===== src/inc/fds_pkg.sv =====
`default_nettype none
package fds_pkg;

   ////////////////////////////////////////////////////////////////////////////
   // i/o port numbers
   localparam logic [2:0] PORT_CTRL1 = 3'h0;
   localparam logic [2:0] PORT_SERIAL = 3'h1;
   localparam logic [2:0] PORT_KEY = 3'h2;
   localparam logic [2:0] PORT_CTRL2 = 3'h3;
   localparam logic [2:0] PORT_PHCLR = 3'h4;
   localparam logic [2:0] PORT_MODCLR = 3'h5;

   ////////////////////////////////////////////////////////////////////////////
   // control/status one fields
   localparam int CTRL1_MUTE = 7;
   localparam int CTRL1_FAST = 6;
   localparam int CTRL1_DMAEN = 5;
   localparam int CTRL1_CSN = 4;
   localparam logic [7:0] CTRL1_WMASK = 8'hF0;
   localparam logic [7:0] CTRL1_RESET = 8'h10;

   // control/status two fields
   localparam int CTRL2_WE2 = 1;
   localparam int CTRL2_WE1 = 0;
   localparam logic [7:0] CTRL2_WMASK = 8'h03;
   localparam logic [7:0] CTRL2_RESET = 8'h00;
   localparam logic [7:0] RD_UNMAPPED = 8'h00;

   ////////////////////////////////////////////////////////////////////////////
   // timing
   localparam int CLK_MHZ = 40;
   localparam int SPI_BITS = 8;
   localparam int SPI_SLOW_DIV = 256;
   localparam int SPI_FAST_HALF = 1;
   localparam logic [7:0] SPI_SLOW_HALF_M1 = 8'(SPI_SLOW_DIV / 2 - 1);
   localparam logic [7:0] SPI_FAST_HALF_M1 = 8'(SPI_FAST_HALF - 1);
   localparam logic [11:0] SPI_FAST_BYTE_CYC = 12'(2 * SPI_BITS * SPI_FAST_HALF);
   localparam logic [11:0] SPI_SLOW_BYTE_CYC = 12'(SPI_BITS * SPI_SLOW_DIV);
   localparam int DISK_BITS = 8;
   localparam int DISK_BYTE_NS = 30720;
   localparam int DISK_BIT_CYC = DISK_BYTE_NS * CLK_MHZ / (1000 * DISK_BITS);
   localparam int RD_PULSE_NS = 1000;
   localparam int RD_PULSE_CYC = (RD_PULSE_NS * CLK_MHZ + 999) / 1000;

   ////////////////////////////////////////////////////////////////////////////
   // track buffer
   localparam int DMA_ADDR_W = 14;
   localparam logic [13:0] DMA_BASE = 14'h1200;
   localparam int TRACK_PLAY_BYTES = 6392;
   localparam int TRACK_STORED_BYTES = 6656;
   localparam logic [13:0] DMA_END = DMA_BASE + 14'(TRACK_PLAY_BYTES - 1);

   ////////////////////////////////////////////////////////////////////////////
   // carriers and codes
   typedef struct packed {
      logic [2:0] addr;
      logic wrStb;
      logic rdStb;
      logic [7:0] wrData;
   } fds_io_t;

   typedef struct packed {
      logic [3:0] phase;
      logic drive_select;
      logic motor;
      logic wrData;
      logic wrReq;
      logic miso;
   } fds_pins_t;

   typedef enum logic [1:0] {
      OWN_VIDEO = 2'h0,
      OWN_CPU = 2'h1,
      OWN_DMA = 2'h2
   } fds_owner_t;

   typedef enum logic [1:0] {
      DMA_IDLE = 2'h0,
      DMA_RD_PEND = 2'h1,
      DMA_WR_PEND = 2'h2
   } fds_dma_t;

endpackage : fds_pkg
`default_nettype wire


===== src/hw/fds_spi_master.sv =====
`timescale 1ns/10ps
`default_nettype none
module fds_spi_master
   import fds_pkg::*;
(
   input wire logic clock,
   input wire logic rst,
   input wire logic fast,
   input wire logic start,
   input wire logic [7:0] txByte,
   input wire logic miso,
   output logic busy,
   output logic [7:0] rxByte,
   output logic sck,
   output logic mosi
);

   logic [7:0] ctrl_q;
   logic [7:0] data_q;
   logic [7:0] divCnt_q;
   logic misoBit_q;
   logic sck_q;
   logic mosi_q;
   logic [7:0] halfM1;
   logic tick;

   assign busy = ctrl_q[7];
   assign rxByte = data_q;
   assign sck = sck_q;
   assign mosi = mosi_q;

   ////////////////////////////////////////////////////////////////////////////
   // fast or prescaled rate
   assign halfM1 = fast ? SPI_FAST_HALF_M1 : SPI_SLOW_HALF_M1;
   assign tick = busy && (divCnt_q == halfM1);

   always_ff @(posedge clock) begin
      if (rst || start || tick) begin
         divCnt_q <= 8'h00;
      end else if (busy) begin
         divCnt_q <= divCnt_q + 8'h01;
      end
   end

   ////////////////////////////////////////////////////////////////////////////
   // ones mark the busy span
   always_ff @(posedge clock) begin
      if (rst) begin
         ctrl_q <= 8'h00;
      end else if (start) begin
         ctrl_q <= 8'hFF;
      end else if (tick && sck_q) begin
         ctrl_q <= {ctrl_q[6:0], 1'b0};
      end
   end

   always_ff @(posedge clock) begin
      if (rst) begin
         sck_q <= 1'b0;
         mosi_q <= 1'b0;
         data_q <= 8'h00;
      end else if (start) begin
         sck_q <= 1'b0;
         mosi_q <= txByte[7];
         data_q <= txByte;
      end else if (tick) begin
         sck_q <= ~sck_q;
         if (sck_q) begin
            data_q <= {data_q[6:0], misoBit_q};
            mosi_q <= data_q[6];
         end
      end
   end

   always_ff @(posedge clock) begin
      if (rst) begin
         misoBit_q <= 1'b0;
      end else if (tick && !sck_q) begin
         misoBit_q <= miso;
      end
   end

   ////////////////////////////////////////////////////////////////////////////
   // busy span counter, read only by the checks
   logic [11:0] busyCnt_q;
   logic fastAtStart_q;

   always_ff @(posedge clock) begin
      if (rst || start) begin
         busyCnt_q <= 12'h000;
         fastAtStart_q <= fast;
      end else if (busy) begin
         busyCnt_q <= busyCnt_q + 12'h001;
      end
   end
endmodule : fds_spi_master
`default_nettype wire


===== src/hw/fds_floppy_dma_spi_io.sv =====
`timescale 1ns/10ps
`default_nettype none
module fds_floppy_dma_spi_io
   import fds_pkg::*;
#(
   parameter int unsigned BIT_CYCLES = DISK_BIT_CYC
) (
   input wire logic clock,
   input wire logic rst,
   input wire fds_io_t ioReq,
   output logic [7:0] ioRdData,
   output logic irq,
   input wire logic [7:0] keyCode,
   input wire logic keyStrobe,
   output logic keyboardMute,
   input wire fds_pins_t pins,
   output logic diskRdPulse,
   output logic [1:0] driveWriteEnable,
   input wire logic vidRead,
   input wire logic cpuMemReq,
   input wire logic [7:0] memRdData,
   output fds_owner_t memOwner,
   output logic [13:0] dmaMemAddr,
   output logic [7:0] dmaMemWrData,
   output logic dmaMemRd,
   output logic dmaMemWr,
   output logic spiSck,
   output logic spiMosi,
   output logic cardSelectN
);

   ////////////////////////////////////////////////////////////////////////////
   // pin synchronisers
   fds_pins_t pinMeta_q;
   fds_pins_t pin_q;

   always_ff @(posedge clock) begin
      if (rst) begin
         pinMeta_q <= '0;
         pin_q <= '0;
      end else begin
         pinMeta_q <= pins;
         pin_q <= pinMeta_q;
      end
   end

   ////////////////////////////////////////////////////////////////////////////
   // port decode
   logic [7:0] ctrl1_q;
   logic [7:0] ctrl2_q;
   logic [7:0] keyCode_q;
   logic keyValid_q;
   logic [3:0] phaseFlags_q;
   logic [3:0] phasePrev_q;
   logic [3:0] phaseRise;
   logic dirty_q;
   logic irq_q;
   logic [7:0] ioRdData_q;
   logic spiBusy;
   logic [7:0] spiRx;
   logic wrCtrl1;
   logic wrSerial;
   logic wrCtrl2;
   logic wrPhClr;
   logic wrModClr;
   logic keyRead;
   logic anyFlag;

   assign wrCtrl1 = ioReq.wrStb && (ioReq.addr == PORT_CTRL1);
   assign wrSerial = ioReq.wrStb && (ioReq.addr == PORT_SERIAL);
   assign wrCtrl2 = ioReq.wrStb && (ioReq.addr == PORT_CTRL2);
   assign wrPhClr = ioReq.wrStb && (ioReq.addr == PORT_PHCLR);
   assign wrModClr = ioReq.wrStb && (ioReq.addr == PORT_MODCLR);
   assign keyRead = ioReq.rdStb && (ioReq.addr == PORT_KEY);

   assign ioRdData = ioRdData_q;
   assign irq = irq_q;
   assign keyboardMute = ctrl1_q[CTRL1_MUTE];
   assign cardSelectN = ctrl1_q[CTRL1_CSN];
   assign driveWriteEnable = ctrl2_q[1:0];

   always_ff @(posedge clock) begin
      if (rst) begin
         ctrl1_q <= CTRL1_RESET;
      end else if (wrCtrl1) begin
         ctrl1_q <= ioReq.wrData & CTRL1_WMASK;
      end
   end

   always_ff @(posedge clock) begin
      if (rst) begin
         ctrl2_q <= CTRL2_RESET;
      end else if (wrCtrl2) begin
         ctrl2_q <= ioReq.wrData & CTRL2_WMASK;
      end
   end

   always_ff @(posedge clock) begin
      if (rst) begin
         keyValid_q <= 1'b0;
         keyCode_q <= 8'h00;
      end else if (keyStrobe) begin
         keyValid_q <= 1'b1;
         keyCode_q <= keyCode;
      end else if (keyRead) begin
         keyValid_q <= 1'b0;
      end
   end

   assign phaseRise = pin_q.phase & ~phasePrev_q;
   always_ff @(posedge clock) begin
      if (rst) begin
         phasePrev_q <= 4'h0;
         phaseFlags_q <= 4'h0;
      end else begin
         phasePrev_q <= pin_q.phase;
         phaseFlags_q <= (wrPhClr ? 4'h0 : phaseFlags_q) | phaseRise;
      end
   end

   assign anyFlag = |phaseFlags_q;
   always_ff @(posedge clock) begin
      if (rst) begin
         irq_q <= 1'b0;
      end else begin
         irq_q <= anyFlag;
      end
   end

   // serial port reads last received byte
   always_ff @(posedge clock) begin
      if (rst) begin
         ioRdData_q <= RD_UNMAPPED;
      end else if (ioReq.rdStb) begin
         unique case (ioReq.addr)
            PORT_CTRL1: ioRdData_q <= {ctrl1_q[7:4], pin_q.drive_select, pin_q.motor,
                                       spiBusy, keyValid_q};
            PORT_SERIAL: ioRdData_q <= spiRx;
            PORT_KEY: ioRdData_q <= keyCode_q;
            PORT_CTRL2: ioRdData_q <= {phaseFlags_q, 1'b0, dirty_q, ctrl2_q[1:0]};
            default: ioRdData_q <= RD_UNMAPPED;
         endcase
      end
   end

   ////////////////////////////////////////////////////////////////////////////
   // serial master; slow transfers must be polled, fast ones finish in time
   fds_spi_master u_spi (
      .clock(clock),
      .rst(rst),
      .fast(ctrl1_q[CTRL1_FAST]),
      .start(wrSerial),
      .txByte(ioReq.wrData),
      .miso(pin_q.miso),
      .busy(spiBusy),
      .rxByte(spiRx),
      .sck(spiSck),
      .mosi(spiMosi)
   );

   ////////////////////////////////////////////////////////////////////////////
   // disk bit timing
   logic dmaEn;
   logic [15:0] bitCnt_q;
   logic [2:0] bitIdx_q;
   logic bitTick;
   logic byteTick;

   assign dmaEn = ctrl1_q[CTRL1_DMAEN];
   assign bitTick = dmaEn && (bitCnt_q == 16'(BIT_CYCLES - 1));
   // one memory cycle per eight bits
   assign byteTick = bitTick && (bitIdx_q == 3'h7);

   always_ff @(posedge clock) begin
      if (rst || !dmaEn || bitTick) begin
         bitCnt_q <= 16'h0000;
      end else begin
         bitCnt_q <= bitCnt_q + 16'h0001;
      end
   end

   always_ff @(posedge clock) begin
      if (rst || !dmaEn) begin
         bitIdx_q <= 3'h0;
      end else if (bitTick) begin
         bitIdx_q <= bitIdx_q + 3'h1;
      end
   end

   ////////////////////////////////////////////////////////////////////////////
   // read stream
   logic [7:0] rdBuf_q;
   logic [7:0] rdShift_q;
   logic rdLate_q;
   logic diskRdPulse_q;

   assign diskRdPulse = diskRdPulse_q;

   always_ff @(posedge clock) begin
      if (rst) begin
         rdShift_q <= 8'h00;
      end else if (byteTick) begin
         rdShift_q <= rdBuf_q;
      end else if (bitTick) begin
         rdShift_q <= {rdShift_q[6:0], 1'b0};
      end
   end

   always_ff @(posedge clock) begin
      if (rst) begin
         diskRdPulse_q <= 1'b0;
      end else begin
         diskRdPulse_q <= dmaEn && rdShift_q[7] && (bitCnt_q < 16'(RD_PULSE_CYC));
      end
   end

   // ram answers one cycle after the strobe
   always_ff @(posedge clock) begin
      if (rst) begin
         rdLate_q <= 1'b0;
         rdBuf_q <= 8'h00;
      end else begin
         rdLate_q <= dmaMemRd;
         if (rdLate_q) begin
            rdBuf_q <= memRdData;
         end
      end
   end

   ////////////////////////////////////////////////////////////////////////////
   // write stream
   logic wrPrev_q;
   logic [7:0] wrShift_q;
   logic [7:0] wrBuf_q;
   logic nrzBit;
   logic writing;

   assign nrzBit = pin_q.wrData ^ wrPrev_q;
   assign writing = pin_q.wrReq &&
                    (pin_q.drive_select ? ctrl2_q[CTRL2_WE2] : ctrl2_q[CTRL2_WE1]);

   always_ff @(posedge clock) begin
      if (rst) begin
         wrPrev_q <= 1'b0;
         wrShift_q <= 8'h00;
      end else if (bitTick) begin
         wrPrev_q <= pin_q.wrData;
         wrShift_q <= {wrShift_q[6:0], nrzBit};
      end
   end

   always_ff @(posedge clock) begin
      if (rst) begin
         wrBuf_q <= 8'h00;
      end else if (byteTick && writing) begin
         wrBuf_q <= {wrShift_q[6:0], nrzBit};
      end
   end

   ////////////////////////////////////////////////////////////////////////////
   // address counter and memory cycles
   logic [13:0] dmaAddr_q;
   logic [13:0] addrNext;
   logic [13:0] opAddr_q;
   fds_dma_t dmaState_q;
   fds_owner_t owner;
   logic dmaGrant;

   assign addrNext = (dmaAddr_q == DMA_END) ? DMA_BASE : dmaAddr_q + 14'h0001;

   always_ff @(posedge clock) begin
      if (rst) begin
         dmaAddr_q <= DMA_BASE;
         opAddr_q <= DMA_BASE;
      end else if (byteTick) begin
         dmaAddr_q <= addrNext;
         opAddr_q <= writing ? dmaAddr_q : addrNext;
      end
   end

   assign owner = vidRead ? OWN_VIDEO : (cpuMemReq ? OWN_CPU : OWN_DMA);
   assign dmaGrant = (owner == OWN_DMA);

   always_ff @(posedge clock) begin
      if (rst) begin
         memOwner <= OWN_VIDEO;
      end else begin
         memOwner <= owner;
      end
   end

   // dropping the enable abandons a pending cycle
   always_ff @(posedge clock) begin
      if (rst || !dmaEn) begin
         dmaState_q <= DMA_IDLE;
         dmaMemRd <= 1'b0;
         dmaMemWr <= 1'b0;
         dmaMemAddr <= DMA_BASE;
         dmaMemWrData <= 8'h00;
      end else begin
         dmaMemRd <= 1'b0;
         dmaMemWr <= 1'b0;
         if (byteTick) begin
            dmaState_q <= writing ? DMA_WR_PEND : DMA_RD_PEND;
         end else begin
            unique case (dmaState_q)
               DMA_IDLE: dmaState_q <= DMA_IDLE;
               DMA_RD_PEND: if (dmaGrant) begin
                  dmaMemRd <= 1'b1;
                  dmaMemAddr <= opAddr_q;
                  dmaState_q <= DMA_IDLE;
               end
               DMA_WR_PEND: if (dmaGrant) begin
                  dmaMemWr <= 1'b1;
                  dmaMemAddr <= opAddr_q;
                  dmaMemWrData <= wrBuf_q;
                  dmaState_q <= DMA_IDLE;
               end
               default: dmaState_q <= DMA_IDLE;
            endcase
         end
      end
   end

   always_ff @(posedge clock) begin
      if (rst) begin
         dirty_q <= 1'b0;
      end else if (dmaEn && !byteTick && dmaGrant && (dmaState_q == DMA_WR_PEND)) begin
         dirty_q <= 1'b1;
      end else if (wrModClr) begin
         dirty_q <= 1'b0;
      end
   end
endmodule : fds_floppy_dma_spi_io
`default_nettype wire


===== config.mk =====
export PLATFORM = sky130hd
export DESIGN_NAME = fds_floppy_dma_spi_io
export DESIGN_NICKNAME = d
export VERILOG_FILES = /design/src/inc/fds_pkg.sv /design/src/hw/fds_spi_master.sv /design/src/hw/fds_floppy_dma_spi_io.sv
export SDC_FILE = /design/constraint.sdc
export NUM_CORES = 1
export LEC_CHECK = 0
export BUFFER_PORTS_ARGS = -buffer_cell sky130_fd_sc_hd__buf_2
export CAP_MARGIN = 20
export CORE_MARGIN = 8
export CORE_UTILIZATION = 58
export DETAILED_ROUTE_END_ITERATION = 8
export PLACE_DENSITY_LB_ADDON = 0.1
export SLEW_MARGIN = 15
export SYNTH_ARGS = -nofsm -noshare
export SYNTH_HDL_FRONTEND = slang
export SYNTH_HIERARCHICAL = 1
export SYNTH_SLANG_ARGS = --single-unit

===== constraint.sdc =====
create_clock -name clock -period 2.5 [get_ports clock]
set_clock_uncertainty 0.05 [all_clocks]
set_input_delay 0.25 -clock clock [delete_from_list [all_inputs] [get_ports clock]]
set_output_delay 0.25 -clock clock [all_outputs]
set_load 0.01 [all_outputs]

Word-level counts from Yosys, hierarchy flattened
Cells that the tools add are included.

$add $sub $neg: 4. Order comparisons: 1. Reduce and logical (&&, ||, !) cells: 40. Muxes and demuxes: 27. Bitwise operators: 8. Equal/unequal tests: 13.

Operators by type and width (number): two-way mux 8 bit (7); one-hot mux 8 bit (4 select lines) (1); two-way mux 14 bit (2); logical AND 1 bit (18); adder 16 x 1 -> 16 bit (second input constant) (1); equality test 16 x 8 -> 1 bit (second input constant) (1); < comparator 16 x 6 -> 1 bit (second input constant) (1); adder 14 x 1 -> 14 bit (second input constant) (1); equality test 14 bit (second input constant) (1); two-way mux 2 bit (6); nonzero test 2 bit (6); equality test 3 bit (second input constant) (3); two-way mux 1 bit (9); adder 8 x 1 -> 8 bit (second input constant) (1); equality test 8 bit (1); two-way mux 7 bit (1); equality test 3 x 2 -> 1 bit (second input constant) (2); AND reduction 3 bit (2); OR reduction 3 bit (2); bitwise AND 4 bit (1); equality test 2 bit (second input constant) (2); logical OR 1 bit (4); two-way mux 4 bit (1); NOT 1 bit (4); 12 further kinds (15).

Word-level logic and storage cells: 137. Output and inout bits: 42. Register bits after elaboration: 187. Input port bits: 43.

Longest topological paths before layout
Gate-level depths: netlist of the first run.

Depth after elaboration: 8. Gate-level depth with buffers: 8. Mapped depth without buffers: 7.

Hierarchy
The synthesis of the first run kept the hierarchy.

By module, submodules not included: fds_floppy_dma_spi_io (cells an instance 725, instances 1, area an instance 6518.8 um^2, sequential area each 3203.1 um^2); fds_spi_master (cells an instance 143, instances 1, area an instance 1255.0 um^2, sequential area each 520.5 um^2).

Worst setup path after synthesis of the first run
OpenSTA, ideal clock, no wires.

Path type: input port to flip-flop. Start: in ioReq[10] (netlist name). End: reg u_spi.divCnt_q[3]. Path slack: 443 ps. Required time: 2313 ps. Library setup time: 137 ps. Path buffers: 3. Data arrival time: 1870 ps. Stages: 7. Cells stage by stage: clkbuf_1 > clkbuf_1 > nor3b_1 > inv_1 > dlygate4sd1_1 > nand2_1 > a211oi_1.

Cells in the longest elaborated chain, start to end: 4.

Ends and longest elaborated chain: from (decl) (RTL line fds_floppy_dma_spi_io.sv:10) `input wire fds_io_t ioReq,`; equality test 3 x 1 -> 1 bit (RTL line fds_floppy_dma_spi_io.sv:70) `assign wrSerial = ioReq.wrStb && (ioReq.addr == PORT_SERIAL);`; logical AND 1 bit (RTL line fds_floppy_dma_spi_io.sv:70); via wrSerial (RTL line fds_floppy_dma_spi_io.sv:62) `logic wrSerial;`; logical OR 1 bit (2 in a row) (RTL line fds_spi_master.sv:38) `if (rst || start || tick) begin`; to (signal assigned) (RTL line fds_spi_master.sv:41) `divCnt_q <= divCnt_q + 8'h01;`; to (decl) (RTL line fds_spi_master.sv:20) `logic [7:0] divCnt_q;`.

The timed path passes the listed nets, and every way through them passes these cells. A chain may end at the register's enable or synchronous reset.

Final worst setup path of the first run
Start: reg dmaAddr_q[0]. End: reg opAddr_q[5].

Cells in the longest elaborated chain, start to end: 3. Elaborated cells between the ends (all ways): 4. Those cells by class: 1 x add/sub; 1 x eq/ne; 2 x mux.

Ends and longest elaborated chain: from (decl) (RTL line fds_floppy_dma_spi_io.sv:262) `logic [13:0] dmaAddr_q;`; from (signal assigned) (RTL line fds_floppy_dma_spi_io.sv:276) `dmaAddr_q <= addrNext;`; adder 14 x 1 -> 14 bit or equality test 14 bit (tied branches) (RTL line fds_floppy_dma_spi_io.sv:269) `assign addrNext = (dmaAddr_q == DMA_END) ? DMA_BASE : dmaAddr_q + 14'h0001;`; two-way mux 14 bit (*) (RTL line fds_floppy_dma_spi_io.sv:269); two-way mux 14 bit (*) (RTL line fds_floppy_dma_spi_io.sv:277) `opAddr_q <= writing ? dmaAddr_q : addrNext;`; to (signal assigned) (RTL line fds_floppy_dma_spi_io.sv:277); to (decl) (RTL line fds_floppy_dma_spi_io.sv:264) `logic [13:0] opAddr_q;`.

Mark *: on every way between the ends. The rest lies on a longest branch, timed or not.

==> metrics, run 1 <==
compound-gate portion of the synthesized area=0.1373; net switching fraction of the power=0.2350; first-pass GRT wire length=31630 microns; PortBufs=84; main combinational cell family by area after synthesis=simple AND/OR/NAND/NOR gates; clock transition at the registers of the reported paths=0.07 ns; setup TNS=0 ns; combinational power share=0.040; Max Cap Violations=0; Crit Path Class=reg -> reg; Initial Util=0.5894; share of the synthesized area in the top cell type=0.4790; initial antenna violation count=0; latest clock arrival within the worst-skew pair=0.43 ns; fmax=435.3 MHz; GR Overflow Total=0; number of synthesized flops with an enable pin=0; Die Wd=131.8 microns; # nets final=997; pin count of the biggest net entering global routing=46; Syn Nets=919; DRT iter0 DRCs=449; Async S/R FF share, synth=0; crit path DAT=2.56 ns; Ys Warns=6; TritonRoute pass-1 iters=5; Slew Limit Headroom=0.4561; Gates resized, CTS repair=0; PD cells=655.4 nW/um^2; Worst setup EP type=register; R2R depth=7; Synth Register Bits=186; CTS tree=yes; cell row count=42; Placed Cells=1093; clock network fraction of design power=0.447; number of setup buffers added after CTS=0; Die Ht=131.8 microns; CP max FO=10; Finished Core Util=0.6838; Inserted Clock Buffers=17; Hold Path Depth=3; P_leak=3.344 nW; minimum clock period=2.297 ns; Post-Synth Adder-Cell Area=0.01288; vias in the first global route=6364; Core ar.=13190 sq um; Inserted Diodes=0; residual DRC count=0; dominant cell type by area after synthesis=dfxtp_1; TritonCTS Sinks=186; Non-Filler Instances=1135; Psw=0.001389 W; outcome=completed; Pint=0.004522 W; peak supply drop=0.0005370 V; Main synth FF type=dfxtp_1; Setup Viol. Count Final=0; DR vias/cell=5.697; worst endpoint required time=2.76 ns; drt total wl=18780 microns; Final Cycle Share=0.9188; Simple-Gate Fraction of Synth Area=0.2364; clock buffer depth=2; Syn Area/Cell=8.956 sq um; most numerous cell in the Yosys netlist=dfxtp_1; Synth Instances=868; multiplexer share of the synthesized area=0.06197; most frequent cells after synthesis=dfxtp_1 (186), nor2_1 (109), nand2_1 (80); Netlist cell types=68; register area share after synthesis=0.4790; Total Routing Usage GR=0.2202; # IOs=85; Synth-to-Final Area Change=16.03%; Fin. Hold Viols=0; Critical Path Start Type=register; Sequential Power Share=0.513; Synth Area in XOR/XNOR=0.03267; share of cells above drive strength 1=0.1710; HPWL Detailed=13260 microns; GPL Wtd Cong=0.9043; Vias=6466; CTS root buffer=clkbuf_16; Hold Crit Class=in -> reg; Synth area leaders=dfxtp_1 (48%), nor2_1 (5.3%), nand2_1 (3.9%); Routed Antenna Nets=0; H-tree levels=4; synthesized area=7774 sq um; RSZ-0062 raised after global routing=no; WL/cell=16.55 microns; Slew @ Worst Pin=0.7953 ns; Slew Limit Fails=0; die area=17360 sq um
-- through the flow --
step           instance area (sq um)  hold WS [ns]  setup slack, ns  total power (W)
3_3_place_gp                    8338        0.3688           0.2610         0.003318
4_1_cts                         9020     0.0007298           0.2420         0.005950
2_1_floorplan                   7774        0.2691           0.4429         0.003230
5_1_grt                         9020      0.006849          0.04518         0.006095
3_5_place_dp                    8338        0.3749           0.2763         0.003325
6_report                        9020      0.009637           0.2030         0.005912
-- cell type report --
| cell class | instances | area (sq um) |
|---|---|---|
| Multi-Input combinational cell | 612 | 3749 |
| Sequential cell | 186 | 3724 |
| Clock buffer | 17 | 425.4 |
| Clock inverter | 15 | 156.4 |
| Tap cell | 176 | 220.2 |
| Fill cell | 1089 | 4170 |
| Inverter | 14 | 52.55 |
| Timing Repair Buffer | 115 | 693.2 |
-- cells in the final DEF, fill, tap and decap left out, types with 9 or more instances in the layout --
master         count
dfxtp_1          186
nor2_1           109
buf_2             83
nand2_1           80
a21oi_1           55
nand3_1           50
o21ai_0           39
nor2b_1           39
mux2i_1           29
a211oi_1          28
buf_4             21
nor3_1            20
xor2_1            18
clkbuf_16         17
inv_1             13
nand4_1           13
xnor2_1           11
dlygate4sd3_1     10
and3_1             9
-- worst paths after layout --
kind,slack [ns],startpoint,to
worst min register to register,0.39,pinMeta_q[0],pin_q[0]
worst max register to register,0.20,dmaAddr_q[0],opAddr_q[5]
worst min-delay path,0.01,keyCode[4],keyCode_q[4]
worst max-delay path,0.20,dmaAddr_q[0],opAddr_q[5]
-- power groups by stage --
stage / clock network, W / registers (W) / logic (W)
6_report: 0.00264 / 0.00303 / 0.000237
5_1_grt: 0.00280 / 0.00304 / 0.000261
4_1_cts: 0.00268 / 0.00303 / 0.000237
3_5_place_dp: 0 / 0.00310 / 0.000223
3_3_place_gp: 0 / 0.00310 / 0.000217
2_1_floorplan: 0 / 0.00309 / 0.000137
-- cells by family after synthesis --
logic type	after synthesis
multiplexers	39
XOR/XNOR	29
flip-flops	186
AND/OR/NAND/NOR	369
adder cells (fa/ha/maj)	8
buffers and inverters	70
AO/OA/AOI/OAI	167
-- routing by layer --
layer  vias up  share of wire  global-route usage
met5         -              0                   0
met4         0          0.016             0.07211
met3        26          0.052             0.06250
met2       171           0.48              0.3596
met1      3065           0.45              0.2747
li1       3204              -                   -
-- registers in the layout, summed over array words and instances, names as in the netlist, 9 cells and up --
| register | flops |
|---|---|
| dmaAddr_q | 14 |
| opAddr_q | 14 |
| dmaMemAddr | 14 |
| pin_q | 9 |
| bitCnt_q | 16 |
| pinMeta_q | 9 |
-- critical path: stages, from the launching register on --
cell and delay (ns):
dfxtp_1 0.41, ha_1 0.32, nand2_1 0.15, nor4_2 0.50, buf_4 0.27, o21ai_1 0.09, a211oi_1 0.31, nor3_1 0.08
-- what timing repair did --
| item | in CTS | in global routing |
|---|---|---|
| hold endpoints to repair | 10 | 0 |
| setup endpoints to repair | 0 | 0 |
| hold buffers | 10 | 0 |
Note: power is estimated with default switching activity, not from simulation.
==> run 2: changes to the inputs <==
--- a/config.mk
+++ b/config.mk
@@ -7,9 +7,9 @@
 export LEC_CHECK = 0
 export BUFFER_PORTS_ARGS = -buffer_cell sky130_fd_sc_hd__buf_2
 export CAP_MARGIN = 20
-export CORE_MARGIN = 8
 export CORE_UTILIZATION = 58
 export DETAILED_ROUTE_END_ITERATION = 8
+export MAX_ROUTING_LAYER = met4
 export PLACE_DENSITY_LB_ADDON = 0.1
 export SLEW_MARGIN = 15
 export SYNTH_ARGS = -nofsm -noshare
==> run 2 against run 1 <==
Total power hardly changed. Largest cell class unchanged. Combinational power hardly changed. Core utilization is 1.6 points higher. Critical endpoint is now u_spi/rxByte[3]. Highest routed layer unchanged.
==> metrics, run 2 (synthesis results as in run 1) <==
fmax=460.2 MHz (+5.7%); DRT iter0 DRCs=470 (+4.7%); minimum clock period=2.173 ns (-0.1240 ns); initial antenna violation count=0 (unchanged); die area=13870 sq um (-20%); met3 WL=897 microns (-8.2%); CP cell instances=or4_4, o22a_1, nor3_4, a211oi_1; # fillers=1024 (-6.0%); HPWL Detailed=12480 microns (-5.8%); routed wl met2=8749 microns (-2.6%); Psw=0.001384 W (-0.36%); H-tree levels=4 (unchanged); post-route cell area=8977 sq um (-0.47%); Max Cap Violations=0 (unchanged); Crit Path Class=reg -> reg; crit path DAT=2.41 ns (-0.15 ns); Final Power=0.005910 W (about the same); first-pass GRT wire length=29880 microns (-5.5%); Fin. Hold Viols=0 (unchanged); clock buffer depth=2 (unchanged); uppermost layer routed=met4; Routed Antenna Nets=0 (unchanged); Sequential Power Share=0.514 (about the same); share of cells above drive strength 1=0.1675 (-0.003472); Inserted Clock Buffers=17 (unchanged); Slew @ Worst Pin=0.7157 ns (-0.07962 ns); pin count of the biggest net entering global routing=52 (+13%); Slew Limit Headroom=0.5219 (+0.06581); commonest cells after routing, fill and taps aside=dfxtp_1 (186), nor2_1 (109), buf_2 (83), nand2_1 (80), a21oi_1 (55); Worst setup EP type=register; residual DRC count=0 (unchanged); area of the multi-input gates=3749 sq um (unchanged); GR Overflow Total=0 (unchanged); DP Area=8290 sq um (-0.57%); # nets final=993 (-0.40%); worst setup margin=0.3269 ns (+0.1240 ns); number of setup buffers added after CTS=0 (unchanged); pre-CTS setup slack=0.3696 ns (+0.09330 ns); DRT met1 WL=8150 microns (-4.4%); PD cells=658.3 nW/um^2 (+0.44%); clock transition at the registers of the reported paths=0.07 ns (about the same); latest clock arrival within the worst-skew pair=0.44 ns (about the same); TritonRoute pass-1 iters=5 (unchanged); vias in the first global route=6319 (-0.71%); GPL Wtd Cong=0.8495 (-6.1%); Vias=6492 (+0.40%); Initial Util=0.6061 (+0.01679); # IOs=85 (unchanged); outcome=completed; Setup Viol. Count Final=0 (unchanged); Hold Crit Class=in -> reg; register area=3724 sq um (unchanged); DR vias/cell=5.760 (+1.1%); Die Wd=117.8 microns (-11%); Die Ht=117.8 microns (-11%); Total Routing Usage GR=0.2761 (+0.05595); Slew Limit Fails=0 (unchanged); Pint=0.004526 W (about the same); Synth-to-Final Area Change=15.48%; P_leak=3.329 nW (-0.44%); worst endpoint required time=2.73 ns (-0.03 ns); PortBufs=84 (unchanged); clock network fraction of design power=0.447 (about the same); most common cell after layout, fill and taps aside=dfxtp_1; Inserted Diodes=0 (unchanged); Critical Path Max Stage Delay=0.55 ns (+0.05 ns); crit path buf inv count=0 (-1); cell row count=41 (-2.4%); drt total wl=18050 microns (-3.9%); Crit path max-delay family=simple AND/OR/NAND/NOR gates; Core ar.=12820 sq um (-2.8%); net switching fraction of the power=0.2342 (-0.0007649); WL/cell=16.01 microns (-3.2%); Most flops, register=bitCnt_q; TritonCTS Sinks=186 (unchanged); CP max FO=13 (+3); CP max-delay cell=or4_4; setup TNS=0 ns (unchanged); peak supply drop=0.0005482 V (+2.1%); Largest register FFs=16 (unchanged); CTS root buffer=clkbuf_16; combinational power share=0.040 (about the same); Final Cycle Share=0.8692 (-0.04958); RSZ-0062 raised after global routing=no; CTS tree=yes; Critical Path Start Type=register
[run 2: cell count changes in the layout (fill, tap and decap cells not counted)]
cell        before  now
buf_12           1    0
clkinvlp_4       2    1
clkinv_8         0    1
clkinv_4         5    4
buf_4           21   18
clkinv_2         1    2
[run 2: worst paths after layout]
check | cells past startpoint | slack [ns] | start | to
setup / recovery | 4 | 0.33 | u_spi/divCnt_q[3] | u_spi/rxByte[3]
hold / removal | 3 | 0.002 | keyCode[6] | keyCode_q[6]
setup reg to reg | 4 | 0.33 | u_spi/divCnt_q[3] | u_spi/rxByte[3]
hold reg to reg | 1 | 0.39 | pinMeta_q[1] | pin_q[1]
[run 2: power by group through the flow]
| stage | Combinational (W) | Sequential [W] | Clock [W] |
|---|---|---|---|
| floorplan | 0.000137 | 0.00309 | 0 |
| global placement | 0.000213 | 0.00310 | 0 |
| detailed placement | 0.000219 | 0.00310 | 0 |
| CTS | 0.000233 | 0.00303 | 0.00268 |
| global route | 0.000256 | 0.00304 | 0.00280 |
| finish | 0.000234 | 0.00303 | 0.00264 |
[run 2: worst register-to-register path, delay by kind of cell (launching register included)]
family          cells  cell delay, ns
compound gates      2            0.53
flops               1            0.36
simple gates        2            1.08
[run 2: per-layer routing]
layer  vias to the layer above  track usage
met5                         -            -
met3                        25      0.05766
met1                      3107       0.3417
met2                       163       0.4537
li1                       3197            -
met4                         0      0.08173
[run 2: what timing repair did]
item                                   in CTS  in global routing
gates resized for setup                     0                  0
endpoints found under the hold margin      10                  0
hold buffers                               10                  0
[run 2: stage by stage]
| stage | std cells | util | hold slack, ns |
|---|---|---|---|
| floorplan | 868 | - | 0.2691 |
| global placement | 1085 | 0.6464 | 0.3674 |
| detailed placement | 1085 | 0.6464 | 0.3704 |
| CTS | 1127 | 0.7000 | 0.001012 |
| global route | 1127 | 0.7000 | 0.003406 |
| finish | 1127 | 0.7000 | 0.002369 |
[run 2: layout make-up]
| type | instances | share of cell area |
|---|---|---|
| inverters | 14 | 0.005854 |
| repair buffers | 111 | 0.07247 |
| flip-flops and latches | 186 | 0.4148 |
| clock inverters | 15 | 0.01798 |
| well taps | 172 | 0.02397 |
| multi-input cells | 612 | 0.4176 |
| clock buffers | 17 | 0.04739 |
==> run 3: changes to the inputs <==
--- a/config.mk
+++ b/config.mk
@@ -7,7 +7,7 @@
 export LEC_CHECK = 0
 export BUFFER_PORTS_ARGS = -buffer_cell sky130_fd_sc_hd__buf_2
 export CAP_MARGIN = 20
-export CORE_UTILIZATION = 58
+export CORE_UTILIZATION = 53
 export DETAILED_ROUTE_END_ITERATION = 8
 export MAX_ROUTING_LAYER = met4
 export PLACE_DENSITY_LB_ADDON = 0.1
==> constraint.sdc (replaced) <==
create_clock -name clock -period 1.9 [get_ports clock]
set_clock_uncertainty 0.05 [all_clocks]
set_input_delay 0.19 -clock clock [delete_from_list [all_inputs] [get_ports clock]]
set_output_delay 0.19 -clock clock [all_outputs]
set_load 0.01 [all_outputs]
==> run 3 against run 2 <==
Hold slack better by 0.024 ns. Total power is 37% higher. Critical endpoint is now dmaAddr_q[3]. Largest cell class unchanged. Critical path type unchanged. Clock power grew 41%. Sequential power increased by 31%. Non-clock buffer count increased by 100. Sequential cell count unchanged. Sequential share of layout area decreased by 4.5 points. First-iteration DRC count is 5.5% higher. Cell count up 9.7%. Critical path depth up 1. Register-to-register slack got worse by 0.33 ns.
==> metrics, run 3 (synthesis results as in run 1) <==
outcome=completed; worst setup margin=0.0004698 ns (-0.3264 ns); clock transition at the registers of the reported paths=0.07 ns (about the same); Initial Util=0.5515 (-0.05466); first-pass GRT wire length=31750 microns (+6.3%); HPWL Detailed=13770 microns (+10%); pre-CTS setup slack=-0.03903 ns (-0.4086 ns); Slew Limit Headroom=0.6567 (+0.1348); Critical Path Start Type=register; net switching fraction of the power=0.2389 (+0.004705); Fin. Hold Viols=0 (unchanged); commonest cells after routing, fill and taps aside=dfxtp_1 (181), nor2_1 (107), buf_4 (86), buf_2 (83), nand2_1 (80); Setup Viol. Count Final=0 (unchanged); crit path DAT=2.22 ns (-0.19 ns); flop2flop setup slack=0.0005 ns (-0.33 ns); Non-Filler Instances=1236 (+9.7%); H-tree levels=4 (unchanged); worst endpoint required time=2.22 ns (-0.51 ns); Placed Cells=1165 (+7.4%); CP max FO=5 (-8); clock buffer depth=2 (unchanged); most common cell after layout, fill and taps aside=dfxtp_1; CTS root buffer=clkbuf_16; vias in the first global route=6515 (+3.1%); # IOs=85 (unchanged); Crit Path Class=reg -> reg; PortBufs=84 (unchanged); DRT iter0 DRCs=496 (+5.5%); CTS tree=yes; Final Power=0.008087 W (+37%); combinational power share=0.046 (+0.006); Die Wd=123.1 microns (+4.5%); Worst setup EP type=register; cell row count=43 (+4.9%); min-delay src=cpuMemReq; latest clock arrival within the worst-skew pair=0.44 ns (about the same); Max Cap Violations=0 (unchanged); DP Area=8906 sq um (+7.4%); peak supply drop=0.0009834 V (+79%); pin count of the biggest net entering global routing=43 (-17%); Slew Limit Fails=0 (unchanged); initial antenna violation count=0 (unchanged); drt total wl=20310 microns (+13%); clock network fraction of design power=0.461 (+0.014); WL/cell=16.43 microns (+2.6%); Most flops, register=bitCnt_q; GPL Wtd Cong=0.9378 (+10%); TritonCTS Sinks=186 (unchanged); Die Ht=123.1 microns (+4.5%); Psw=0.001932 W (+40%); TritonRoute pass-1 iters=5 (unchanged); share of cells above drive strength 1=0.2521 (+0.08459); RSZ-0062 raised after global routing=yes; minimum clock period=1.900 ns (-0.2736 ns); Inserted Clock Buffers=17 (unchanged); Vias=6968 (+7.3%); Largest register FFs=16 (unchanged); P_leak=3.888 nW (+17%); R2R depth=5 (+1); fmax=526.4 MHz (+14%); Hold EP=memOwner[1]; Pint=0.006155 W (+36%); Final Cycle Share=0.9998 (+0.1305); setup TNS=0 ns (unchanged); Core ar.=14100 sq um (+9.9%); R2R Path Start=bitCnt_q[8]; Synth-to-Final Area Change=29.84%; die area=15160 sq um (+9.3%); worst flop-to-flop path endpoint=dmaAddr_q[3]; PD cells=801.2 nW/um^2 (+22%); Hold Path Depth=2 (-1); # nets final=1093 (+10%); Slew @ Worst Pin=0.5143 ns (-0.2014 ns); post-route cell area=10090 sq um (+12%); Sequential Power Share=0.493 (-0.021); residual DRC count=0 (unchanged); DR vias/cell=5.638 (-2.1%); Total Routing Usage GR=0.2789 (+0.002791); Hold Crit Class=in -> reg; Routed Antenna Nets=0 (unchanged); GR Overflow Total=0 (unchanged)
## run 3: changes by cell type in the layout (fill, tap and decap cells not counted), moves of 5 or more
cell,previous run,this run
o21ai_1,2,10
o21ai_0,39,31
buf_4,18,86
dfxtp_1,186,181
dlygate4sd3_1,10,31
buf_6,0,5
## run 3: what timing repair did
action	CTS	global route
pin swaps	2	8
resized for setup	20	31
setup endpoints to repair	25	37
setup buffers	3	3
endpoints found under the hold margin	32	0
hold buffers	31	0
cloned	1	1
## run 3: layout make-up
type | instances | area [sq um]
flip-flops and latches | 186 | 3732
inverters | 14 | 52.55
repair buffers | 211 | 1560
multi-input cells | 612 | 3897
clock buffers | 17 | 425.4
clock inverters | 15 | 197.7
fillers | 1097 | 4003
diodes | 1 | 2.502
well taps | 180 | 225.2
## run 3: how the worst max path moves through the flow
stage                           start              end  cells past startpoint
after global routing      bitCnt_q[8]     dmaAddr_q[3]                      5
final                     bitCnt_q[8]     dmaAddr_q[3]                      5
after global placement    bitIdx_q[0]     dmaAddr_q[5]                      8
after floorplan           bitIdx_q[0]    dmaAddr_q[10]                      7
after CTS                 bitIdx_q[0]  dmaMemWrData[5]                     10
after detailed placement  bitIdx_q[0]     dmaAddr_q[5]                      8
## run 3: stage by stage
stage	utilization	hold WS, ns
after CTS	0.7072	0.01305
after global routing	0.7159	0.01373
final	0.7160	0.02665
after global placement	0.6318	0.3475
after detailed placement	0.6318	0.3569
after floorplan	-	0.2091
## run 3: routing by layer
metal | track usage | vias up | share of wire
met5 | - | - | 0
met4 | 0.1122 | 0 | 0.020
met3 | 0.05535 | 37 | 0.050
met2 | 0.4364 | 190 | 0.47
met1 | 0.3543 | 3340 | 0.46
li1 | - | 3401 | -
## run 3: critical path, stage by stage, from the launching register on
cell     delay, ns
dfxtp_4       0.36
nor4_4        0.36
and3_4        0.29
nand3_4       0.11
or4_1         0.52
a21oi_1       0.14
## run 3: power by group through the flow
stage	registers, W	logic [W]	clock network (W)
final	0.00398	0.000372	0.00373
after global routing	0.00399	0.000402	0.00393
after CTS	0.00398	0.000366	0.00378
after detailed placement	0.00408	0.000314	0
after global placement	0.00407	0.000306	0
after floorplan	0.00407	0.000180	0
